`src/common/lfc_pkg.sv`:
```
/*
  Package for the line feed configuration register bank: register
  offsets, field widths, reset values and timing constants.
  Assumes an eight-bit register port; the status and readout offsets
  are local choices.
*/
package lfc_pkg;

  // ==========================================================
  // Register offsets
  localparam logic [7:0] LFC_ADDR_DEBOUNCE = 8'h46;
  localparam logic [7:0] LFC_ADDR_CURRENT = 8'h47;
  localparam logic [7:0] LFC_ADDR_ONHOOK = 8'h48;
  localparam logic [7:0] LFC_ADDR_COMMON = 8'h49;
  localparam logic [7:0] LFC_ADDR_HIGH_BAT = 8'h4A;
  localparam logic [7:0] LFC_ADDR_LOW_BAT = 8'h4B;
  localparam logic [7:0] LFC_ADDR_PWR_SEL = 8'h4C;
  localparam logic [7:0] LFC_ADDR_PWR_READ = 8'h4D;
  localparam logic [7:0] LFC_ADDR_STATUS = 8'h44;

  // ==========================================================
  // Field widths and positions
  localparam int LFC_DEBOUNCE_W = 7;
  localparam int LFC_CURRENT_W = 3;
  localparam int LFC_VOLT_W = 6;
  localparam int LFC_PTR_W = 3;
  localparam int LFC_POLARITY_BIT = 6;
  localparam int LFC_RING_FLAG_BIT = 1;
  localparam int LFC_NUM_XTOR = 6;

  // ==========================================================
  // Reset values
  localparam logic [6:0] LFC_RST_DEBOUNCE = 7'h0A;
  localparam logic [2:0] LFC_RST_CURRENT = 3'h0;
  localparam logic [5:0] LFC_RST_ONHOOK = 6'h20;
  localparam logic LFC_RST_POLARITY = 1'h0;
  localparam logic [5:0] LFC_RST_COMMON = 6'h02;
  localparam logic [5:0] LFC_RST_HIGH_BAT = 6'h32;
  localparam logic [5:0] LFC_RST_LOW_BAT = 6'h10;
  localparam logic [2:0] LFC_RST_PTR = 3'h0;
  localparam logic [2:0] LFC_PTR_LAST = 3'h5;

  // ==========================================================
  // Timing: one debounce count is 1.25 ms
  localparam real LFC_CLK_NS = 5.0;
  localparam real LFC_DEBOUNCE_STEP_MS = 1.25;
  localparam int LFC_STEP_CYCLES =
    int'(LFC_DEBOUNCE_STEP_MS * 1.0e6 / LFC_CLK_NS);

endpackage : lfc_pkg

```
`src/verilog/lfc_config_regs.sv`:
```
/*
  Line feed configuration register bank with its debounce filter and
  power readout selection.
  Assumes a single-cycle register port driven synchronously to clock_i;
  read data appear the cycle after the read strobe.
*/
`timescale 1ns/10ps

// Overview of operation
// - Debounce count sets ring trip steady time
// - Three-bit code selects loop current
// - Bit six sets on-hook polarity
// - Six-bit on-hook magnitude, 1.5 V steps
// - Six-bit common mode voltage code
// - Six-bit high battery target code
// - Six-bit low battery target code
// - Pointer selects one of six transistors
// - Selected transistor power shown in readout
// - Readout is eight-bit real-time value
// - Ring trip flag shows debounced result
module lfc_config_regs
  import lfc_pkg::*;
#(
  parameter int STEP_CYCLES = LFC_STEP_CYCLES,
  parameter int PWR_W = 8
)
(
  input wire logic clock_i,
  input wire logic resetn_i,
  input wire logic [7:0] addr_i,
  input wire logic [7:0] wdata_i,
  input wire logic write_i,
  input wire logic read_i,
  output logic [7:0] rdata_o,
  input wire logic ring_trip_raw_i,
  input wire logic [LFC_NUM_XTOR*PWR_W-1:0] power_samples_i,
  output logic [LFC_DEBOUNCE_W-1:0] ring_trip_debounce_count_o,
  output logic [LFC_CURRENT_W-1:0] loop_current_code_o,
  output logic onhook_polarity_o,
  output logic [LFC_VOLT_W-1:0] onhook_voltage_code_o,
  output logic [LFC_VOLT_W-1:0] common_mode_code_o,
  output logic [LFC_VOLT_W-1:0] high_battery_code_o,
  output logic [LFC_VOLT_W-1:0] low_battery_code_o,
  output logic [LFC_PTR_W-1:0] power_select_pointer_o,
  output logic [PWR_W-1:0] power_readout_o,
  output logic ring_trip_flag_o
);

  // ==========================================================
  // State
  typedef struct packed {
    logic [LFC_DEBOUNCE_W-1:0] debounce;
    logic [LFC_CURRENT_W-1:0] current;
    logic polarity;
    logic [LFC_VOLT_W-1:0] onhook;
    logic [LFC_VOLT_W-1:0] common;
    logic [LFC_VOLT_W-1:0] high_bat;
    logic [LFC_VOLT_W-1:0] low_bat;
    logic [LFC_PTR_W-1:0] pointer;
    logic [7:0] rdata;
  } lfc_regs_state_type;

  lfc_regs_state_type state_q;
  lfc_regs_state_type state_d;

  logic flag_w;
  logic [PWR_W-1:0] power_w;

  // ==========================================================
  // Debounce filter
  // filter uses interval
  lfc_debounce #(
    .STEP_CYCLES(STEP_CYCLES)
  ) u_debounce (
    .clock_i(clock_i),
    .resetn_i(resetn_i),
    .raw_i(ring_trip_raw_i),
    .interval_i(state_q.debounce),
    .filtered_o(flag_w)
  );

  // ==========================================================
  // Power readout selection
  // pointer drives readout
  lfc_power_mux #(
    .WIDTH(PWR_W)
  ) u_power_mux (
    .clock_i(clock_i),
    .resetn_i(resetn_i),
    .power_select_pointer_i(state_q.pointer),
    .power_samples_i(power_samples_i),
    .power_readout_o(power_w)
  );

  // ==========================================================
  // Register writes and reads
  always_comb
  begin
    state_d = state_q;
    state_d.rdata = 8'h00;
    if (write_i)
    begin
      if (addr_i == LFC_ADDR_DEBOUNCE)
      begin
        state_d.debounce = wdata_i[LFC_DEBOUNCE_W-1:0];
      end
      else if (addr_i == LFC_ADDR_CURRENT)
      begin
        state_d.current = wdata_i[LFC_CURRENT_W-1:0];
      end
      else if (addr_i == LFC_ADDR_ONHOOK)
      begin
        state_d.polarity = wdata_i[LFC_POLARITY_BIT];
        state_d.onhook = wdata_i[LFC_VOLT_W-1:0];
      end
      else if (addr_i == LFC_ADDR_COMMON)
      begin
        state_d.common = wdata_i[LFC_VOLT_W-1:0];
      end
      else if (addr_i == LFC_ADDR_HIGH_BAT)
      begin
        // Ordering against the low battery is left to software.
        state_d.high_bat = wdata_i[LFC_VOLT_W-1:0];
      end
      else if (addr_i == LFC_ADDR_LOW_BAT)
      begin
        state_d.low_bat = wdata_i[LFC_VOLT_W-1:0];
      end
      else if (addr_i == LFC_ADDR_PWR_SEL)
      begin
        state_d.pointer = wdata_i[LFC_PTR_W-1:0];
      end
    end
    if (read_i)
    begin
      if (addr_i == LFC_ADDR_DEBOUNCE)
      begin
        state_d.rdata = {1'b0, state_q.debounce};
      end
      else if (addr_i == LFC_ADDR_CURRENT)
      begin
        state_d.rdata = {5'h00, state_q.current};
      end
      else if (addr_i == LFC_ADDR_ONHOOK)
      begin
        state_d.rdata = {1'b0, state_q.polarity, state_q.onhook};
      end
      else if (addr_i == LFC_ADDR_COMMON)
      begin
        state_d.rdata = {2'h0, state_q.common};
      end
      else if (addr_i == LFC_ADDR_HIGH_BAT)
      begin
        state_d.rdata = {2'h0, state_q.high_bat};
      end
      else if (addr_i == LFC_ADDR_LOW_BAT)
      begin
        state_d.rdata = {2'h0, state_q.low_bat};
      end
      else if (addr_i == LFC_ADDR_PWR_SEL)
      begin
        state_d.rdata = {5'h00, state_q.pointer};
      end
      else if (addr_i == LFC_ADDR_PWR_READ)
      begin
        state_d.rdata = 8'(power_w);
      end
      else if (addr_i == LFC_ADDR_STATUS)
      begin
        state_d.rdata = 8'h00;
        state_d.rdata[LFC_RING_FLAG_BIT] = flag_w;
      end
    end
  end

  // ==========================================================
  // Registers
  always_ff @(posedge clock_i or negedge resetn_i)
  begin
    if (!resetn_i)
    begin
      state_q.debounce <= LFC_RST_DEBOUNCE;
      state_q.current <= LFC_RST_CURRENT;
      state_q.polarity <= LFC_RST_POLARITY;
      state_q.onhook <= LFC_RST_ONHOOK;
      state_q.common <= LFC_RST_COMMON;
      state_q.high_bat <= LFC_RST_HIGH_BAT;
      state_q.low_bat <= LFC_RST_LOW_BAT;
      state_q.pointer <= LFC_RST_PTR;
      state_q.rdata <= 8'h00;
    end
    else
    begin
      state_q <= state_d;
    end
  end

  // ==========================================================
  // Outputs, all straight from flip-flops
  assign rdata_o = state_q.rdata;
  assign ring_trip_debounce_count_o = state_q.debounce;
  assign loop_current_code_o = state_q.current;
  assign onhook_polarity_o = state_q.polarity;
  assign onhook_voltage_code_o = state_q.onhook;
  assign common_mode_code_o = state_q.common;
  assign high_battery_code_o = state_q.high_bat;
  assign low_battery_code_o = state_q.low_bat;
  assign power_select_pointer_o = state_q.pointer;
  assign power_readout_o = power_w;
  assign ring_trip_flag_o = flag_w;

endmodule : lfc_config_regs

```
`src/verilog/lfc_power_mux.sv`:
```
/*
  Selects the power sample of one external transistor and registers it.
  Assumes power samples arrive as one packed vector, Q1 in the low byte.
*/
`timescale 1ns/10ps
module lfc_power_mux
  import lfc_pkg::*;
#(
  parameter int WIDTH = 8
)
(
  input wire logic clock_i,
  input wire logic resetn_i,
  input wire logic [LFC_PTR_W-1:0] power_select_pointer_i,
  input wire logic [LFC_NUM_XTOR*WIDTH-1:0] power_samples_i,
  output logic [WIDTH-1:0] power_readout_o
);

  typedef struct packed {
    logic [WIDTH-1:0] power;
  } lfc_mux_state_type;

  lfc_mux_state_type state_q;
  lfc_mux_state_type state_d;

  // ==========================================================
  // Selection
  always_comb
  begin
    state_d = state_q;
    // Undefined pointer codes read zero rather than a stale transistor.
    state_d.power = '0;
    if (power_select_pointer_i <= LFC_PTR_LAST)
    begin
      state_d.power = power_samples_i[power_select_pointer_i*WIDTH +: WIDTH];
    end
  end

  always_ff @(posedge clock_i or negedge resetn_i)
  begin
    if (!resetn_i)
    begin
      state_q <= '0;
    end
    else
    begin
      state_q <= state_d;
    end
  end

  assign power_readout_o = state_q.power;

endmodule : lfc_power_mux

```
`src/verilog/lfc_debounce.sv`:
```
/*
  Ring trip debounce filter: the raw detect must stay steady for the
  programmed number of 1.25 ms steps before the filtered flag follows.
  Assumes the raw detect input is synchronous to clock_i.
*/
`timescale 1ns/10ps
module lfc_debounce
  import lfc_pkg::*;
#(
  parameter int STEP_CYCLES = LFC_STEP_CYCLES
)
(
  input wire logic clock_i,
  input wire logic resetn_i,
  input wire logic raw_i,
  input wire logic [LFC_DEBOUNCE_W-1:0] interval_i,
  output logic filtered_o
);

  typedef struct packed {
    logic [31:0] tick;
    logic [LFC_DEBOUNCE_W-1:0] steps;
    logic last_raw;
    logic filtered;
  } lfc_deb_state_type;

  lfc_deb_state_type state_q;
  lfc_deb_state_type state_d;

  // ==========================================================
  // Filter
  always_comb
  begin
    state_d = state_q;
    state_d.last_raw = raw_i;
    if (raw_i != state_q.last_raw || raw_i == state_q.filtered)
    begin
      state_d.tick = '0;
      state_d.steps = '0;
    end
    else if (state_q.steps >= interval_i)
    begin
      state_d.filtered = raw_i;
      state_d.tick = '0;
      state_d.steps = '0;
    end
    else if (state_q.tick == 32'(STEP_CYCLES - 1))
    begin
      state_d.tick = '0;
      state_d.steps = state_q.steps + 7'h01;
    end
    else
    begin
      state_d.tick = state_q.tick + 32'h00000001;
    end
  end

  always_ff @(posedge clock_i or negedge resetn_i)
  begin
    if (!resetn_i)
    begin
      state_q <= '0;
    end
    else
    begin
      state_q <= state_d;
    end
  end

  assign filtered_o = state_q.filtered;

endmodule : lfc_debounce

```
`config.mk`:
```
export PLATFORM = sky130hd
export DESIGN_NAME = lfc_config_regs
export DESIGN_NICKNAME = d
export VERILOG_FILES = /design/src/common/lfc_pkg.sv /design/src/verilog/lfc_config_regs.sv /design/src/verilog/lfc_power_mux.sv /design/src/verilog/lfc_debounce.sv
export SDC_FILE = /design/constraint.sdc
export NUM_CORES = 1
export LEC_CHECK = 0
export ABC_AREA = 1
export BUFFER_PORTS_ARGS = -buffer_cell sky130_fd_sc_hd__buf_2
export CAP_MARGIN = 30
export CORE_MARGIN = 4
export CORE_UTILIZATION = 49
export CTS_CLUSTER_DIAMETER = 100
export DETAILED_ROUTE_END_ITERATION = 12
export GPL_ROUTABILITY_DRIVEN = 0
export HOLD_SLACK_MARGIN = 0.05
export PLACE_DENSITY = 0.77
export SYNTH_ARGS = -nofsm -noshare
export SYNTH_HDL_FRONTEND = slang
export SYNTH_SLANG_ARGS = --single-unit
```
`constraint.sdc`:
```
create_clock -name clock_i -period 2.1 [get_ports clock_i]
set_clock_uncertainty 0.15 [all_clocks]
set_input_delay 0.105 -clock clock_i [delete_from_list [all_inputs] [get_ports clock_i]]
set_output_delay 0.105 -clock clock_i [all_outputs]
set_load 0.01 [all_outputs]
```
## Word-level counts from Yosys, hierarchy flattened

Cells that the tools add are included.

- Output and inout port bits: 55
- Flip-flop bits (word level): 95
- Logic and storage cells: 63
- Input bits: 69

- Add/subtract/negate cells: 2
- Shifts and indexed selects: 1
- Bitwise gates (word level): 7
- Magnitude comparators: 2
- Eq/ne operators: 12
- Reductions and logical operators: 10
- Mux-type cells: 15

Operator list:

| operator | number |
|---|---|
| 2-to-1 mux 8 bit | 10 |
| 2-to-1 mux 39 bit | 2 |
| equality test 8 x 7 -> 1 bit (second input constant) | 9 |
| indexed part select 48 x 7 -> 8 bit | 1 |
| adder 32 x 1 -> 32 bit (second input constant) | 1 |
| equality test 32 x 18 -> 1 bit (second input constant) | 1 |
| 2-to-1 mux 32 bit | 1 |
| AND reduction 8 bit | 1 |
| adder 7 x 1 -> 7 bit (second input constant) | 1 |
| greater-or-equal comparator 7 bit | 1 |
| 2-to-1 mux 7 bit | 1 |
| NOT 1 bit | 7 |
| AND reduction 7 bit | 1 |
| AND reduction 6 bit | 1 |
| AND reduction 5 bit | 1 |
| AND reduction 2 bit | 2 |
| AND reduction 4 bit | 1 |
| less-or-equal comparator 3 bit (second input constant) | 1 |
| AND reduction 3 bit | 1 |
| nonzero test 3 bit | 1 |
| 2-to-1 mux 2 bit | 1 |
| equality test 1 bit | 1 |
| logical OR 1 bit | 1 |
| inequality test 1 bit | 1 |

## Longest topological paths before layout

Gate-level depths: netlist of the first run.

- Word-level depth: 11
- Gate-level depth with buffers: 11
- Gate-level depth less buffers: 11

## Hierarchy

Synthesis of the first run repeated with hierarchy kept, for this count alone.

- Cells, all modules: 832
- Area, all modules: 5758.0 um^2

Modules (own cells, without submodules):

| module | area an instance (um^2) | cells each | seq. area each (um^2) | times used |
|---|---|---|---|---|
| lfc_debounce | 2745.1 | 410 | 1026.0 | 1 |
| lfc_config_regs | 2243.4 | 283 | 1161.1 | 1 |
| lfc_power_mux | 769.5 | 139 | 200.2 | 1 |

## Worst setup path after synthesis of the first run

No wires, ideal clock.

- Path type: register to register
- From: register state_q, in the netlist ring_trip_debounce_count_o[1]
- To: register u_debounce.state_q[6] in the netlist's numbering
- Path buffers: 1
- Stages on the path, launching flop included: 12
- Arrival time: 1759 ps
- Required time: 1833 ps
- Clock period less this slack: 2026 ps
- Setup time: 117 ps
- Slack: 74 ps
- Cells stage by stage: dfstp_2 -> inv_1 -> ha_1 -> nand2_1 -> o21ai_0 -> nand4_1 -> nand3_2 -> nor2_4 -> nand2_4 -> buf_8 -> nand2_1 -> nand2_1

- Cells in the longest elaborated chain, start to end: 3
- Elaborated cells on any way between the ends: 4
- Classes of those cells: order compare (1); mux (2); reduce/logical (1)

Ends and longest elaborated chain:

| item | RTL line | RTL |
|---|---|---|
| start, declared | lfc_config_regs.sv:63 | `lfc_regs_state_type state_q;` |
| start signal, assigned | lfc_config_regs.sv:194 | `state_q <= state_d;` |
| greater-or-equal comparator 7 bit * | lfc_debounce.sv:41 | `else if (state_q.steps >= interval_i)` |
| 2-to-1 mux 39 bit | lfc_debounce.sv:41 |  |
| 2-to-1 mux 39 bit | lfc_debounce.sv:36 | `if (raw_i != state_q.last_raw \|\| raw_i == state_q.filtered)` |
| end signal, assigned | lfc_debounce.sv:66 | `state_q <= state_d;` |
| end, declared | lfc_debounce.sv:27 | `lfc_deb_state_type state_q;` |

Every way passes the cells marked *; elsewhere a longest branch is shown, timed or not.
A chain may end at the register's enable or synchronous reset.

==> results of run 1 <==
==> registers in the layout, summed over array words and instances, names as in the netlist <==
signal,count
u_power_mux.power_readout_o,8
rdata_o,8
ring_trip_debounce_count_o,7
low_battery_code_o,6
u_debounce.filtered_o,1
u_debounce.state_q,40
high_battery_code_o,6
onhook_voltage_code_o,6
loop_current_code_o,3
common_mode_code_o,6
onhook_polarity_o,1
power_select_pointer_o,3
==> cells by family (layout without fill, tap and decap cells) <==
family	Yosys count	in the layout	share of synthesized area, %
AO/OA/AOI/OAI	113	113	11.5
buffers and inverters	89	274	6.65
adder cells (fa/ha/maj)	9	9	2.10
flip-flops	95	95	44.5
AND/OR/NAND/NOR	365	365	31.3
XOR/XNOR	24	24	3.92
==> final cells by class <==
class                           count  area share [%]
Sequential cell                    95            34.6
Timing Repair inverter              1           0.108
Inverter                           73            4.07
Multi-Input combinational cell    511            38.3
Clock inverter                      6            1.12
Clock buffer                       10            1.84
Timing Repair Buffer              184            17.6
Tap cell                          136            2.46
==> cell usage after synthesis (all sizes together) (6+ instances only) <==
master	number	area [um^2]
a21oi	21	116
buf	6	45.0
clkbuf	10	37.5
dfrtp	87	2180
dfstp	8	210
ha	9	113
inv	73	274
nand2	154	586
nand3	35	190
nand4	31	215
nor2	96	385
nor3	28	150
nor4	8	65.1
o21ai	75	375
o22ai	8	50.1
or2	7	43.8
xor2	22	193
==> path summary, 6_finish.rpt <==
| path | from | to | depth (start not counted) |
|---|---|---|---|
| worst min register to register | u_debounce.state_q[9] | u_debounce.state_q[9] | 1 |
| worst min-delay path | addr_i[2] | rdata_o[3] | 5 |
| worst max register to register | ring_trip_debounce_count_o[1] | u_debounce.state_q[37] | 10 |
| min in group asynchronous | resetn_i | u_debounce.state_q[26] | 3 |
| worst max-delay path | ring_trip_debounce_count_o[1] | u_debounce.state_q[37] | 10 |
| max in group asynchronous | resetn_i | u_debounce.state_q[29] | 4 |
==> report_power, final <==
part	internal [W]	switching [W]	total (W)	leakage [nW]
clock	0.000574	0.000696	0.00127	0.101
sequential	0.00189	0.0000568	0.00195	1.26
combinational	0.000246	0.000305	0.000551	1.91
total	0.00272	0.00106	0.00377	3.27
==> layer usage <==
layer	GRT usage (%)	share of wire (%)
met5	0	0
met4	9.62	2.7
met3	5.39	7.0
met2	43.3	51
met1	30.2	40
==> critical path: stages (launching register included) <==
cell and delay, ns:
dfstp_2 0.54, inv_1 0.04, ha_1 0.29, nand2_1 0.06, o21ai_0 0.07, nand4_1 0.09
nand3_2 0.11, nor2_4 0.13, nand2_4 0.09, buf_12 0.16, nor3_1 0.18
==> metrics by stage <==
step	worst slack, ns	utilization (%)
after floorplan	0.0736	-
after CTS	0.0335	64.8
after detailed placement	0.0560	59.5
final	0.0919	65.9
after global routing	-0.00206	65.9
after global placement	0.166	59.5
==> timing repair <==
action,4_1_cts,5_1_grt
resized for setup,0,14
hold buffers,35,0
setup endpoints to repair,0,19
hold endpoints to repair,142,0
setup buffers,0,6
==> impl_metrics.py, run 1 <==
metrics = {
    "layout": {
        "multi_input_comb_area_mm2": 0.00265,
        "layout_commonest_cell": "nand2_1",
        "layout_common_cells": "nand2_1 (153), buf_2 (121), nor2_1 (89)",
        "antenna_cells": 0,
        "layout-drive-gt1-share_pct": 23.6,
        "nets": 953,
        "final_cells": 1016,
        "design_area_mm2": 0.00692,
        "seqCellArea_mm2": 0.00239,
        "syn_to_final_growth_pct": 29.1,
        "fillers": 846,
    },
    "placed_design": {
        "portBuffers": 122,
        "post-place-cells": 957,
        "placed_area_mm2": 0.00625,
        "hpwl_um": 12000,
    },
    "die": {
        "die_area_mm2": 0.0127,
        "die_h_um": 113,
        "core_mm2": 0.0105,
        "start_util_pct": 51.0,
        "rows": 37,
        "io_pins": 124,
        "die_x_um": 113,
    },
    "synthesis": {
        "synth_area_mm2": 0.00536,
        "yosysUniqueCellTypes": 39,
        "synth.avg_cell_area_um2": 7.71,
        "synth_cells": 695,
        "synth-seq-cells": 95,
        "synth_edf_count": 0,
        "synthArstFlopShare_pct": 100,
        "synth_flop_cell": "dfrtp_1",
        "yosysWarnings": 0,
        "postSynthNetCount": 773,
        "synth.yosys.seq_area_share_pct": 44.5,
    },
    "clock_tree": {
        "htreeDepth": 3,
        "cts_tree": "yes",
        "clk_latency_ns": 0.37,
        "cts-root-buf": "clkbuf_8",
        "cts_buffers": 9,
        "clock_path_buffers": 2,
        "clk_pin_slew_ns": 0.10,
        "cts.sinks": 95,
    },
    "flow_run": {
        "maxCapViolCount": 0,
    },
    "drt": {
        "drtIter0Drc": 396,
        "drc": 0,
        "wl_per_cell_um": 15.9,
        "ant_nets": 0,
        "vias": 5633,
        "drt-total-wl_um": 16100,
        "drt-vias-per-instance": 5.54,
        "firstDrtPassIters": 5,
    },
    "pwr": {
        "cellLeakagePower_nw": 3.27,
        "power_density_mw_per_mm2": 545,
        "power_w": 0.00377,
        "vdd_drop_max_mv": 0.298,
    },
    "grt": {
        "grt_overflow_total": 0,
        "grt_pass1_vias": 5444,
        "grtUsageTotal_pct": 25.0,
        "grt_max_degree": 50,
        "grt_pass1_wl_um": 25600,
        "antenna_found_initial": 0,
    },
    "timing": {
        "tightest_slew_ns": 0.494,
        "fin_crit_sh_pct": 95.6,
        "rsz0062_at_grt": "yes",
        "fmax_mhz": 498,
        "holdWs_ns": 0.103,
        "layout_min_cycle_time_ns": 2.01,
        "finalSetupTns_ns": 0,
        "finalSetupViolCount": 0,
        "relSlewSlack_pct": 66.7,
        "hold_viol": 0,
        "final-max-slew-violation-count": 0,
    },
    "critical_path": {
        "crit_required_ns": 2.23,
        "cp-end-kind": "register",
        "start_kind": "register",
        "ff2ff_setup_slack_ns": 0.09,
        "arrival_ns": 2.14,
        "crit_type": "reg -> reg",
        "critPathMaxFanout": 17,
    },
    "hold_path": {
        "hold_class": "in -> reg",
    },
    "outcome": {
        "outcome": "completed",
    },
}
(Power assumes the default switching activity.)
==> inputs of run 2 (changes only) <==
--- a/config.mk
+++ b/config.mk
@@ -14,7 +14,7 @@
 export DETAILED_ROUTE_END_ITERATION = 12
 export GPL_ROUTABILITY_DRIVEN = 0
 export HOLD_SLACK_MARGIN = 0.05
-export PLACE_DENSITY = 0.77
+export PLACE_DENSITY = 0.8
 export SYNTH_ARGS = -nofsm -noshare
 export SYNTH_HDL_FRONTEND = slang
 export SYNTH_SLANG_ARGS = --single-unit
==> run 2 against run 1 <==
- the run now ends with negative setup slack left
- clock power down 6%
- critical path depth shrank 4
- sequential share of layout area fell by 0.86 points
- maximum frequency fell by 6.1%
- sequential cell count is the same
- cell count grew 0.49%
- critical endpoint is now u_power_mux.power_readout_o[7]
- largest cell class unchanged
- largest power group unchanged
==> impl_metrics.py, run 2 (same netlist as run 1, synthesis figures left out) <==
metrics = {
    "drt": {
        "firstDrtPassIters": 5,
        "drt-vias-per-instance": 5.57,
        "wl_per_cell_um": 16.5,
        "ant_nets": 0,
        "drc": 0,
        "drtIter0Drc": 608,
        "drt-total-wl_um": 16800,
        "vias": 5688,
    },
    "layout": {
        "design_area_mm2": 0.00709,
        "top_register": "u_debounce.state_q",
        "final_cells": 1021,
        "layout_commonest_cell": "nand2_1",
        "layout-drive-gt1-share_pct": 25.1,
        "layout_common_cells": "nand2_1 (152), buf_2 (121), nor2_1 (85), dfrtp_1 (85), o21ai_0 (73)",
        "syn_to_final_growth_pct": 32.3,
        "largest_reg_flops": 40,
        "seqCellArea_mm2": 0.00239,
        "multi_input_comb_area_mm2": 0.00279,
        "nets": 958,
        "antenna_cells": 0,
        "fillers": 836,
    },
    "grt": {
        "grt_overflow_total": 0,
        "grt_max_degree": 51,
        "grtUsageTotal_pct": 25.1,
        "grt_pass1_vias": 5341,
        "antenna_found_initial": 0,
        "grt_pass1_wl_um": 25800,
    },
    "clock_tree": {
        "cts_tree": "yes",
        "clk_pin_slew_ns": 0.10,
        "clock_path_buffers": 2,
        "cts-root-buf": "clkbuf_8",
        "cts.sinks": 95,
        "htreeDepth": 3,
        "clk_latency_ns": 0.39,
        "cts_buffers": 9,
    },
    "timing": {
        "final-max-slew-violation-count": 0,
        "layout_min_cycle_time_ns": 2.14,
        "holdWs_ns": 0.0950,
        "fin_crit_sh_pct": 102,
        "setup_ws_ns": -0.0378,
        "relSlewSlack_pct": 71.8,
        "rsz0062_at_grt": "yes",
        "tightest_slew_ns": 0.422,
        "hold_viol": 0,
        "finalSetupViolCount": 1,
        "fmax_mhz": 468,
    },
    "critical_path": {
        "start_kind": "register",
        "crit_required_ns": 2.28,
        "ff2ff_setup_slack_ns": -0.04,
        "cp-endpoint": "u_power_mux.power_readout_o[7]",
        "critPathMaxFanout": 27,
        "cp-end-kind": "register",
        "reg2reg_from": "power_select_pointer_o[0]",
        "crit_type": "reg -> reg",
        "arrival_ns": 2.32,
        "rr_worst_depth": 6,
        "reg2reg_to": "u_power_mux.power_readout_o[7]",
        "cp-startpoint": "power_select_pointer_o[0]",
    },
    "die": {
        "io_pins": 124,
        "core_mm2": 0.0105,
        "die_h_um": 113,
        "die_x_um": 113,
        "die_area_mm2": 0.0127,
        "start_util_pct": 51.0,
        "rows": 37,
    },
    "pwr": {
        "vdd_drop_max_mv": 0.526,
        "power_density_mw_per_mm2": 524,
        "cellLeakagePower_nw": 3.29,
        "power_w": 0.00371,
    },
    "flow_run": {
        "maxCapViolCount": 0,
    },
    "hold_path": {
        "hold_class": "in -> async",
    },
    "placed_design": {
        "portBuffers": 122,
        "post-place-cells": 954,
        "place_ws_ns": -0.00640,
        "hpwl_um": 11100,
        "placed_area_mm2": 0.00620,
    },
    "outcome": {
        "violations": "negative setup slack",
        "outcome": "complete, but fails checks",
    },
}
## run 2: cell type report
| type | instances | area share [%] |
|---|---|---|
| repair buffers | 186 | 17.8 |
| clock inverters | 6 | 0.723 |
| well taps | 136 | 2.40 |
| flip-flops and latches | 95 | 33.7 |
| inverters | 73 | 3.97 |
| repair inverters | 2 | 0.176 |
| clock buffers | 10 | 1.94 |
| multi-input cells | 513 | 39.3 |
## run 2: critical path: stages, from the launching register on
cell and delay [ns]:
dfrtp_2 0.48, buf_6 0.24, o21ai_0 0.12, o22ai_1 0.24, nand2_1 0.12, o21ai_0 0.11
dlygate4sd3_1 0.61
## run 2: through the flow
step	setup TNS (ns)	util, %
global placement	0	59.0
CTS	0	64.7
detailed placement	-0.00640	59.0
global route	-0.123	67.5
floorplan	0	-
finish	-0.0378	67.5
## run 2: routing by layer
metal,part of all wire (%),GRT usage [%],up-vias
li1,-,-,2687
met1,40,32.3,2647
met2,48,41.2,286
met3,8.1,6.31,68
met4,4.2,9.05,0
met5,0,0,-
## run 2: worst min-delay path by stage
stage / startpoint / endpoint / slack [ns] / cells after the start
2_1_floorplan: resetn_i / common_mode_code_o[0] / -0.34 / 0
3_3_place_gp: resetn_i / u_debounce.state_q[11] / -0.13 / 1
3_5_place_dp: resetn_i / u_debounce.state_q[11] / -0.12 / 1
4_1_cts: addr_i[2] / rdata_o[3] / 0.08 / 5
5_1_grt: addr_i[1] / rdata_o[6] / 0.11 / 4
6_report: resetn_i / rdata_o[7] / 0.1 / 3
## run 2: repair_timing
action,4_1_cts,5_1_grt
setup buffers,0,6
gates cloned,0,4
pin swaps,0,9
hold buffers,40,0
endpoints found under the hold margin,144,0
resized for setup,1,34
endpoints found under the setup margin,2,32
## run 2: power by group
part           switching (W)  internal (W)  total [W]
clock network       0.000710      0.000480    0.00119
registers          0.0000560       0.00189    0.00195
logic               0.000324      0.000251   0.000575
total                0.00109       0.00262    0.00371
